[src/itc_pkg.sv]
// package: register map, fields and types for the interval counter block
`default_nettype none
package counter_match_pkg;
    // register byte offsets (32-bit words over the bus)
    localparam logic [7:0] OFF_COUNT_LO   = 8'h00;
    localparam logic [7:0] OFF_COUNT_HI   = 8'h04;
    localparam logic [7:0] OFF_MATCH_LO   = 8'h08;
    localparam logic [7:0] OFF_MATCH_HI   = 8'h0C;
    localparam logic [7:0] OFF_CONTROL    = 8'h10;
    localparam logic [7:0] OFF_STATUS     = 8'h14;
    localparam logic [7:0] OFF_ACCESS     = 8'h18;

    // control fields
    localparam int CTL_SECURE_BIT   = 0;
    localparam int CTL_LEGACY_DIS   = 1;
    localparam int CTL_LEGACY_MODE  = 2;
    // access word fields: privilege level in bits 1:0
    localparam int ACC_PL_LSB       = 0;
    // status fields
    localparam int ST_PENDING       = 0;
    localparam int ST_PRIV_REG      = 1;
    localparam int ST_PRIV_OP       = 2;
    localparam int ST_GP_FAULT      = 3;

    localparam logic [63:0] COUNT_RESET   = 64'h0000_0000_0000_0000;
    localparam logic [63:0] MATCH_RESET   = 64'hFFFF_FFFF_FFFF_FFFF;
    localparam logic [2:0]  CONTROL_RESET = 3'h0;
    localparam logic [1:0]  PL_RESET      = 2'h0;
    localparam int          TICK_DIV      = 4;

    localparam logic [1:0] RESP_OKAY   = 2'h0;
    localparam logic [1:0] RESP_SLVERR = 2'h2;

    typedef struct packed {
        logic       secure;
        logic       legacy_dis;
        logic       legacy_mode;
        logic [1:0] priv_level;
    } access_ctx_t;

    typedef struct packed {
        logic priv_op;
        logic priv_reg;
        logic gp_fault;
    } fault_flags_t;
endpackage : counter_match_pkg
`default_nettype wire

[src/interval_time_counter_match.sv]
// interval counter with match interrupt behind an AXI4-Lite slave
// What this block does
// - free-running 64-bit counter on divided clock
// - counter wraps silently, no overflow flag
// - rate unaffected by any power state
// - counter may tick slower than accesses
// - counter readable at any level unsecured, except above level zero in legacy mode with legacy disable set
// - secured non-privileged read gives register fault, general fault in legacy mode
// - counter writes only at level zero
// - legacy timestamp read returns counter value
// - legacy secured read above level zero faults
// - interrupt when counter equals match value
// - match access only at level zero
// - updates visible after software serialization
`timescale 1ns/1ps
`default_nettype none
module interval_time_counter_match
    import counter_match_pkg::*;
#(
    parameter int TICK_DIVIDE = TICK_DIV
)(
    input  wire logic        aclk,
    input  wire logic        aresetn,
    input  wire logic [7:0]  s_axi_awaddr,
    input  wire logic        s_axi_awvalid,
    output logic             s_axi_awready,
    input  wire logic [31:0] s_axi_wdata,
    input  wire logic [3:0]  s_axi_wstrb,
    input  wire logic        s_axi_wvalid,
    output logic             s_axi_wready,
    output logic [1:0]       s_axi_bresp,
    output logic             s_axi_bvalid,
    input  wire logic        s_axi_bready,
    input  wire logic [7:0]  s_axi_araddr,
    input  wire logic        s_axi_arvalid,
    output logic             s_axi_arready,
    output logic [31:0]      s_axi_rdata,
    output logic [1:0]       s_axi_rresp,
    output logic             s_axi_rvalid,
    input  wire logic        s_axi_rready,
    input  wire logic        timer_ack,
    output logic             timer_irq
);
    localparam int DW = (TICK_DIVIDE > 1) ? $clog2(TICK_DIVIDE) : 1;

    logic [63:0]   interval_counter_reg;
    logic [63:0]   timer_match_value_reg;
    access_ctx_t   ctx_reg;
    fault_flags_t  fault_reg;
    logic [DW-1:0] div_reg;
    logic          tick;
    logic          aw_held_reg;
    logic          w_held_reg;
    logic [7:0]    awaddr_reg;
    logic [31:0]   wdata_reg;
    logic [3:0]    wstrb_reg;
    logic          do_write;
    logic          privileged;
    logic          cnt_rd_ok;
    logic          wr_ok;
    logic          wr_cnt_lo;
    logic          wr_cnt_hi;
    logic          rd_ok;
    logic [31:0]   rd_word;
    fault_flags_t  wr_fault;
    fault_flags_t  rd_fault;
    logic          do_read;

    // fixed divider
    // no enable input exists, so no power state can slow the count
    always_ff @(posedge aclk)
    begin
        if (!aresetn)
            div_reg <= '0;
        else if (div_reg == DW'(TICK_DIVIDE - 1))
            div_reg <= '0;
        else
            div_reg <= div_reg + 1'b1;
    end
    assign tick = (div_reg == DW'(TICK_DIVIDE - 1));

    // write address and data captured independently, in either order
    assign do_write = aw_held_reg && w_held_reg && !s_axi_bvalid;

    always_ff @(posedge aclk)
    begin
        if (!aresetn)
        begin
            aw_held_reg <= 1'b0;
            awaddr_reg  <= '0;
        end
        else if (s_axi_awvalid && s_axi_awready)
        begin
            aw_held_reg <= 1'b1;
            awaddr_reg  <= s_axi_awaddr;
        end
        else if (do_write)
            aw_held_reg <= 1'b0;
    end

    always_ff @(posedge aclk)
    begin
        if (!aresetn)
        begin
            w_held_reg <= 1'b0;
            wdata_reg  <= '0;
            wstrb_reg  <= '0;
        end
        else if (s_axi_wvalid && s_axi_wready)
        begin
            w_held_reg <= 1'b1;
            wdata_reg  <= s_axi_wdata;
            wstrb_reg  <= s_axi_wstrb;
        end
        else if (do_write)
            w_held_reg <= 1'b0;
    end

    always_ff @(posedge aclk)
    begin
        if (!aresetn)
        begin
            s_axi_awready <= 1'b0;
            s_axi_wready  <= 1'b0;
        end
        else
        begin
            s_axi_awready <= !aw_held_reg && !(s_axi_awvalid && s_axi_awready) && !s_axi_bvalid;
            s_axi_wready  <= !w_held_reg && !(s_axi_wvalid && s_axi_wready) && !s_axi_bvalid;
        end
    end

    assign privileged = (ctx_reg.priv_level == 2'h0);
    assign cnt_rd_ok  = !ctx_reg.secure || privileged;
    assign wr_ok      = privileged;
    assign wr_cnt_lo  = do_write && wr_ok && (awaddr_reg == OFF_COUNT_LO);
    assign wr_cnt_hi  = do_write && wr_ok && (awaddr_reg == OFF_COUNT_HI);

    // write decode and fault classification
    always_comb
    begin
        wr_fault = '0;
        if (do_write && !wr_ok)
        begin
            unique case (awaddr_reg)
                OFF_COUNT_LO, OFF_COUNT_HI: wr_fault.priv_reg = 1'b1;
                OFF_MATCH_LO, OFF_MATCH_HI: wr_fault.priv_op  = 1'b1;
                default:                    wr_fault          = '0;
            endcase
        end
    end

    // count, wrap, load
    // a write wins over the tick in the same cycle; only the written half changes
    always_ff @(posedge aclk)
    begin
        if (!aresetn)
            interval_counter_reg <= COUNT_RESET;
        else if (wr_cnt_lo)
            interval_counter_reg[31:0] <= wdata_reg;
        else if (wr_cnt_hi)
            interval_counter_reg[63:32] <= wdata_reg;
        else if (tick)
            interval_counter_reg <= interval_counter_reg + 64'h1;
    end

    always_ff @(posedge aclk)
    begin
        if (!aresetn)
            timer_match_value_reg <= MATCH_RESET;
        else if (do_write && wr_ok && awaddr_reg == OFF_MATCH_LO)
            timer_match_value_reg[31:0] <= wdata_reg;
        else if (do_write && wr_ok && awaddr_reg == OFF_MATCH_HI)
            timer_match_value_reg[63:32] <= wdata_reg;
    end

    // context word: models the executing core's privilege state
    always_ff @(posedge aclk)
    begin
        if (!aresetn)
        begin
            ctx_reg.secure      <= CONTROL_RESET[CTL_SECURE_BIT];
            ctx_reg.legacy_dis  <= CONTROL_RESET[CTL_LEGACY_DIS];
            ctx_reg.legacy_mode <= CONTROL_RESET[CTL_LEGACY_MODE];
            ctx_reg.priv_level  <= PL_RESET;
        end
        else if (do_write && awaddr_reg == OFF_CONTROL && wr_ok && wstrb_reg[0])
        begin
            ctx_reg.secure      <= wdata_reg[CTL_SECURE_BIT];
            ctx_reg.legacy_dis  <= wdata_reg[CTL_LEGACY_DIS];
            ctx_reg.legacy_mode <= wdata_reg[CTL_LEGACY_MODE];
        end
        else if (do_write && awaddr_reg == OFF_ACCESS && wstrb_reg[0])
            ctx_reg.priv_level  <= wdata_reg[ACC_PL_LSB +: 2];
    end

    always_ff @(posedge aclk)
    begin
        if (!aresetn)
        begin
            s_axi_bvalid <= 1'b0;
            s_axi_bresp  <= RESP_OKAY;
        end
        else if (do_write)
        begin
            s_axi_bvalid <= 1'b1;
            s_axi_bresp  <= (wr_fault != '0 || awaddr_reg > OFF_ACCESS) ? RESP_SLVERR : RESP_OKAY;
        end
        else if (s_axi_bready)
            s_axi_bvalid <= 1'b0;
    end

    assign do_read = s_axi_arvalid && s_axi_arready;

    // read decode with permission checks
    always_comb
    begin
        rd_ok    = 1'b1;
        rd_word  = 32'h0000_0000;
        rd_fault = '0;
        unique case (s_axi_araddr)
            OFF_COUNT_LO, OFF_COUNT_HI:
            begin
                if (ctx_reg.legacy_mode && !privileged && (ctx_reg.secure || ctx_reg.legacy_dis))
                begin
                    rd_ok             = 1'b0;
                    rd_fault.gp_fault = 1'b1;
                end
                else if (!ctx_reg.legacy_mode && !cnt_rd_ok)
                begin
                    rd_ok             = 1'b0;
                    rd_fault.priv_reg = 1'b1;
                end
                else if (s_axi_araddr == OFF_COUNT_LO)
                    rd_word = interval_counter_reg[31:0];
                else
                    rd_word = interval_counter_reg[63:32];
            end
            OFF_MATCH_LO, OFF_MATCH_HI:
            begin
                if (!privileged)
                begin
                    rd_ok            = 1'b0;
                    rd_fault.priv_op = 1'b1;
                end
                else if (s_axi_araddr == OFF_MATCH_LO)
                    rd_word = timer_match_value_reg[31:0];
                else
                    rd_word = timer_match_value_reg[63:32];
            end
            OFF_CONTROL:
                rd_word = {29'h0, ctx_reg.legacy_mode, ctx_reg.legacy_dis, ctx_reg.secure};
            OFF_STATUS:
                rd_word = {28'h0, fault_reg.gp_fault, fault_reg.priv_op, fault_reg.priv_reg, timer_irq};
            OFF_ACCESS:
                rd_word = {30'h0, ctx_reg.priv_level};
            default:
                rd_ok = 1'b0;
        endcase
    end

    always_ff @(posedge aclk)
    begin
        if (!aresetn)
        begin
            s_axi_arready <= 1'b0;
            s_axi_rvalid  <= 1'b0;
            s_axi_rdata   <= 32'h0000_0000;
            s_axi_rresp   <= RESP_OKAY;
        end
        else
        begin
            s_axi_arready <= !s_axi_rvalid && !do_read;
            if (do_read)
            begin
                s_axi_rvalid <= 1'b1;
                s_axi_rdata  <= rd_word;
                s_axi_rresp  <= rd_ok ? RESP_OKAY : RESP_SLVERR;
            end
            else if (s_axi_rready)
                s_axi_rvalid <= 1'b0;
        end
    end

    // sticky fault flags; a new fault wins over the clearing write
    always_ff @(posedge aclk)
    begin
        if (!aresetn)
            fault_reg <= '0;
        else if (do_write && awaddr_reg == OFF_STATUS && wr_ok)
            fault_reg <= (fault_reg & ~fault_flags_t'({wdata_reg[ST_PRIV_OP], wdata_reg[ST_PRIV_REG],
                          wdata_reg[ST_GP_FAULT]})) | wr_fault | (do_read ? rd_fault : '0);
        else
            fault_reg <= fault_reg | wr_fault | (do_read ? rd_fault : '0);
    end

    // equality seen one cycle after a load, software serializes
    always_ff @(posedge aclk)
    begin
        if (!aresetn)
            timer_irq <= 1'b0;
        else if (interval_counter_reg == timer_match_value_reg)
            timer_irq <= 1'b1;
        else if (timer_ack)
            timer_irq <= 1'b0;
    end
endmodule : interval_time_counter_match
`default_nettype wire

[config.mk]
export PLATFORM = sky130hd
export DESIGN_NAME = interval_time_counter_match
export DESIGN_NICKNAME = d
export VERILOG_FILES = /design/src/itc_pkg.sv /design/src/interval_time_counter_match.sv
export SDC_FILE = /design/constraint.sdc
export NUM_CORES = 1
export LEC_CHECK = 0
export ABC_AREA = 1
export BUFFER_PORTS_ARGS = -buffer_cell sky130_fd_sc_hd__buf_2
export CORE_MARGIN = 5
export CORE_UTILIZATION = 60
export CTS_CLUSTER_DIAMETER = 150
export DETAILED_ROUTE_END_ITERATION = 6
export GPL_TIMING_DRIVEN = 0
export MAX_ROUTING_LAYER = met4
export PLACE_DENSITY = 0.8
export SLEW_MARGIN = 20
export SYNTH_ARGS = -nofsm -noshare
export SYNTH_HDL_FRONTEND = slang
export SYNTH_SLANG_ARGS = --single-unit
[constraint.sdc]
create_clock -name aclk -period 4.9 [get_ports aclk]
set_input_delay 0.98 -clock aclk [delete_from_list [all_inputs] [get_ports aclk]]
set_output_delay 0.98 -clock aclk [all_outputs]
set_load 0.05 [all_outputs]
# Yosys cells after proc, flatten, opt, wreduce, memory -nomap -nowiden

Cells that the tools add are included.

Bits in registers: 223
Output and inout port bits: 42
Word-level logic and storage cells: 151

Add/subtract/negate cells: 2
Magnitude comparators: 1
Eq/ne operators: 15
Multiplexer cells: 36
Bitwise gates (word level): 10
Reductions and logical operators: 61

Operators by type and width:

| kind                                                                             | number |
|---|---|
| 32-bit two-way mux                                                               | 8 |
| 32-bit one-hot mux with 5 select lines                                           | 1 |
| 64-bit by 1-bit adder with 64-bit output (second input constant)                 | 1 |
| 64-bit == test                                                                   | 1 |
| 64-bit two-way mux                                                               | 1 |
| 8-bit by 5-bit == test with 1-bit output (second input constant)                 | 6 |
| 8-bit by 4-bit == test with 1-bit output (second input constant)                 | 4 |
| 1-bit logical AND                                                                | 26 |
| 1-bit two-way mux                                                                | 19 |
| 8-bit by 3-bit == test with 1-bit output (second input constant)                 | 2 |
| 8-bit logical NOT                                                                | 2 |
| 2-bit nonzero test                                                               | 7 |
| 3-bit bitwise OR                                                                 | 4 |
| 1-bit logical NOT                                                                | 11 |
| 2-bit OR reduction                                                               | 5 |
| 3-bit two-way mux                                                                | 3 |
| 8-bit by 5-bit greater-than comparator with 1-bit output (second input constant) | 1 |
| 2-bit AND reduction                                                              | 4 |
| 2-bit two-way mux                                                                | 3 |
| 1-bit NOT                                                                        | 4 |
| 3-bit bitwise AND                                                                | 1 |
| 1-bit logical OR                                                                 | 3 |
| 3-bit NOT                                                                        | 1 |
| 1-bit one-hot mux with 3 select lines                                            | 1 |
| other kinds (6)                                                                  | 6 |

# Logic depth before layout (Yosys ltp)

Word-level depth: 10
Depth in mapped cells: 12

# Worst setup path after synthesis

No wires, ideal clock.

Path kind: input to register
From: in s_axi_araddr[1]
To: reg s_axi_rdata[2]
Arrival: 2.121 ns
Required time: 4.787 ns
Slack: 2.666 ns
Stages: 9
Buffers on the path: 1
Path through: nor2_1 inv_1 nor3_2 nand2_1 clkbuf_1 o211ai_1 nand4_1 nand2_1 nand2_1

Word-level cells in the longest chain between the ends: 5
Elaborated cells between the ends (all ways): 15
Those cells by class: eq/ne: 6; mux: 6; reduce/logical: 3

RTL lines:

| element                                    | line                                                                   | RTL |
|---|---|---|
| start, declared                            | interval_time_counter_match.sv:34                                      | `input wire logic [7:0] s_axi_araddr,` |
| 8-bit logical NOT                          | interval_time_counter_match.sv:221, interval_time_counter_match.sv:234 |  |
| 32-bit two-way mux                         | interval_time_counter_match.sv:234                                     | `else if (s_axi_araddr == OFF_COUNT_LO)` |
| 32-bit two-way mux                         | interval_time_counter_match.sv:229                                     | `else if (!ctx_reg.legacy_mode && !cnt_rd_ok)` |
| 32-bit two-way mux                         | interval_time_counter_match.sv:224                                     | `if (ctx_reg.legacy_mode && !privileged && (ctx_reg.secure \|\| ctx_reg.legacy_dis))` |
| 32-bit one-hot mux with 5 select lines (*) | interval_time_counter_match.sv:221                                     | `unique case (s_axi_araddr)` |
| end signal, assigned                       | interval_time_counter_match.sv:277                                     | `s_axi_rdata <= rd_word;` |
| end, declared                              | interval_time_counter_match.sv:37                                      | `output logic [31:0] s_axi_rdata,` |

Mark *: on every way between the ends. The rest lies on a longest branch, timed or not.
A chain may end at the register's enable or synchronous reset.

# Worst setup path in the final report

From: in s_axi_araddr[6]
To: reg s_axi_rdata[8]

Same word-level chain as after synthesis.

==> run summary <==
Post-CTS Setup Inserts -> 0
CTS buffer count -> 24
fin nets -> 2071
Die H -> 153 um
vias in the first global route -> 13953
Ys Warns -> 0
largest net degree at the start of global routing -> 15
WL final -> 52.8 mm
synthesized instance count -> 1887
DRT iter0 DRCs -> 2248
worst hold path startpoint -> s_axi_rdata[15]$_SDFFE_PN0P_
dpl cell area -> 13100 um2
Final Max Slew Viols -> 0
port bufs -> 95
leak pwr -> 0.00604 uW
Slew HR -> 0.00836
mean post-synth cell area -> 6.53 um2
hold crit path type -> flop to flop
Final Skew -> 0.0125 ns
Cell Count, Final, Fillers Out -> 2299
post-route clock period utilization -> 0.641
largest area contributor in the netlist -> dfxtp_1
sequential element share of the synthesized area -> 0.359
power density cells -> 302 nW/um2
status -> complete, but fails checks
Pre-Repair DR Iteration Count -> 7
CP Class -> input port to flop
Crit Reg-Reg Endpoint -> interval_counter_reg[29]$_SDFFE_PN0P_
cell row count -> 52
Fillers -> 1694
part of the power in registers -> 0.441
Critical Path AT -> 3.61 ns
Crit Path Max Fanout -> 10
Worst Tran Pin Value -> 1.48 ns
P_sw -> 1070 uW
Yosys reg bits -> 221
Final Hold Viols -> 0
hold buffers post-CTS -> 0
share of layout cells above drive strength 1 -> 0.0937
Final Util -> 0.694
clock tree from TritonCTS -> built
first-pass GRT wire length -> 79.6 mm
CTS resizes -> 0
Top FF cell, synth -> dfxtp_1
DP Worst Slack -> 1.33 ns
R2R Path Start -> awaddr_reg[3]$_SDFFE_PN0P_
Post-synth EDFFs -> 0
Critical Path Source Type -> input port
mapped cell area -> 12300 um2
post-synthesis cell type count -> 38
antenna violations before repair -> 1
top cell type's share of synthesized area -> 0.359
Int Pwr -> 3170 uW
fmax -> 0.318 GHz
Initial Util -> 0.609
Clk pwr share -> 0.489
setup ws final -> 1.76 ns
Max Cap Viol -> 1
total grt overflow -> 0
RSZ-0062 raised after global routing -> false
Post-synth ARST share -> 0
H-Tree Depth -> 1
setup TNS -> 0 ns
ANT nets after route -> 0
top-count cell post-synth -> nand2_1
Comb power frac -> 0.070
IO Pins -> 102
WL/cell -> 23.0 um
Max IR drop VDD -> 0.370 mV
DRC -> 0
Die ar. -> 23500 um2
CTS sink count -> 221
CTS root buffer -> clkbuf_16
via/cell ratio -> 6.33
Setup crit end kind -> flop
P&R area growth vs syn -> 14.0%
worst hold endpoint -> s_axi_rdata[15]$_SDFFE_PN0P_
clock buffer depth -> 3
top post-synthesis cells by count -> nand2_1, nor2_1, dfxtp_1
failing checks -> max-capacitance violations
worst r2r path cells -> 9
Area contributors post-synth -> dfxtp_1, nand2_1, nor2_1
Worst EP required -> 5.37 ns
Hold Path Stages -> 2
Final Cell Area -> 14000 um2
Net Sw Frac -> 0.252
core area -> 20200 um2
# setup viols final -> 0
Post-Place Cells -> 2253
Reg2Reg Setup Slack -> 2.12 ns
clk_lat worst skew -> 0.54 ns
minimum clock period -> 3.14 ns
routed via count -> 14545
GP Congestion -> 1.11
Die X -> 153 um
hpwl dp -> 38.5 mm
Reg clk slew, reported paths -> 0.06 ns
GRT Total Usage -> 0.445
## cell usage in the layout, fill, tap and decap left out, drive strengths merged
cell type / synthesis / layout
dfxtp: 221 / 221
a31oi: 17 / 17
bufinv: 0 / 5
inv: 166 / 166
nand2: 578 / 578
conb: 1 / 2
xor2: 16 / 16
o21bai: 1 / 1
o211ai: 71 / 71
nand3b: 4 / 4
buf: 27 / 122
nor4: 1 / 1
nand3: 75 / 75
clkbuf: 92 / 123
a21oi: 100 / 100
or2: 4 / 4
o21ai: 85 / 85
o211a: 1 / 1
clkinvlp: 0 / 1
a2111oi: 1 / 1
and3: 2 / 2
clkinv: 0 / 7
nor2: 238 / 238
diode: 0 / 2
xnor2: 73 / 73
nor3: 22 / 22
o221ai: 56 / 56
nand4: 26 / 26
ha: 2 / 2
o22ai: 4 / 4
a211oi: 3 / 3
## layer usage
layer	wire, um	global-route usage	share of wire	vias to the layer above
met5	0	-	0	-
met4	3570	0.227	0.068	0
met1	19400	0.558	0.37	6581
met3	7350	0.0990	0.14	301
li1	-	-	-	6400
met2	22500	0.675	0.43	1263
## worst max path at each step
stage | slack, ns | cells past startpoint | start | to
floorplan | 2.67 | 9 | s_axi_araddr[1] | s_axi_rdata[2]$_SDFFE_PN0P_
finish | 1.76 | 11 | s_axi_araddr[6] | s_axi_rdata[8]$_SDFFE_PN0P_
global route | 1.91 | 7 | aresetn | s_axi_rdata[28]$_SDFFE_PN0P_
detailed placement | 1.33 | 7 | aresetn | s_axi_rdata[11]$_SDFFE_PN0P_
global placement | 1.37 | 7 | aresetn | s_axi_rdata[17]$_SDFFE_PN0P_
CTS | 1.86 | 7 | aresetn | s_axi_rdata[11]$_SDFFE_PN0P_
## cells by family (layout without fill, tap and decap cells)
family | count (synthesis) | in the layout | share of synthesized area
xor gates and xnor gates | 89 | 89 | 0.0632
DFF | 221 | 221 | 0.359
other | 1 | 4 | 0.000304
AOI/OAI and AO/OA | 339 | 339 | 0.173
and+or+nand+nor | 950 | 950 | 0.313
adders and majority gates | 2 | 2 | 0.00203
buffers and inverters | 285 | 424 | 0.0898
## per-stage QoR
stage / hold slack (ns) / total power, uW
4_1_cts: 0.451 / 4200
5_1_grt: 0.465 / 4320
2_1_floorplan: 0.408 / 2060
6_report: 0.450 / 4240
3_3_place_gp: 0.415 / 2170
3_5_place_dp: 0.430 / 2180
## cell type report
| type | instances | area (um2) | share of cell area |
|---|---|---|---|
| Inverter | 166 | 623 | 0.0444 |
| Clock inverter | 13 | 200 | 0.0143 |
| Antenna cell | 2 | 5.00 | 0.000356 |
| Sequential cell | 221 | 4420 | 0.315 |
| Multi-Input combinational cell | 1382 | 6800 | 0.484 |
| Clock buffer | 31 | 698 | 0.0497 |
| Tap cell | 270 | 338 | 0.0240 |
| Timing Repair Buffer | 95 | 475 | 0.0338 |
| Buffer | 119 | 484 | 0.0345 |
## power by group through the flow
stage	Combinational [uW]	Sequential, uW	Clock [uW]
final	297	1870	2070
after global routing	310	1870	2140
after CTS	281	1870	2050
after detailed placement	274	1910	0
after global placement	264	1900	0
after floorplan	152	1910	0
## critical path, stage by stage
cell and delay (ns):
buf_2 0.09, inv_1 0.06, nand3_1 0.07, nor2_1 0.35, o21ai_1 0.17, nand3_1 0.12, nand2_1 0.05, nor2_1 1.10
buf_2 0.42, nand2_1 0.08, nand2_1 0.08
Note: power is estimated with default switching activity, not from simulation.
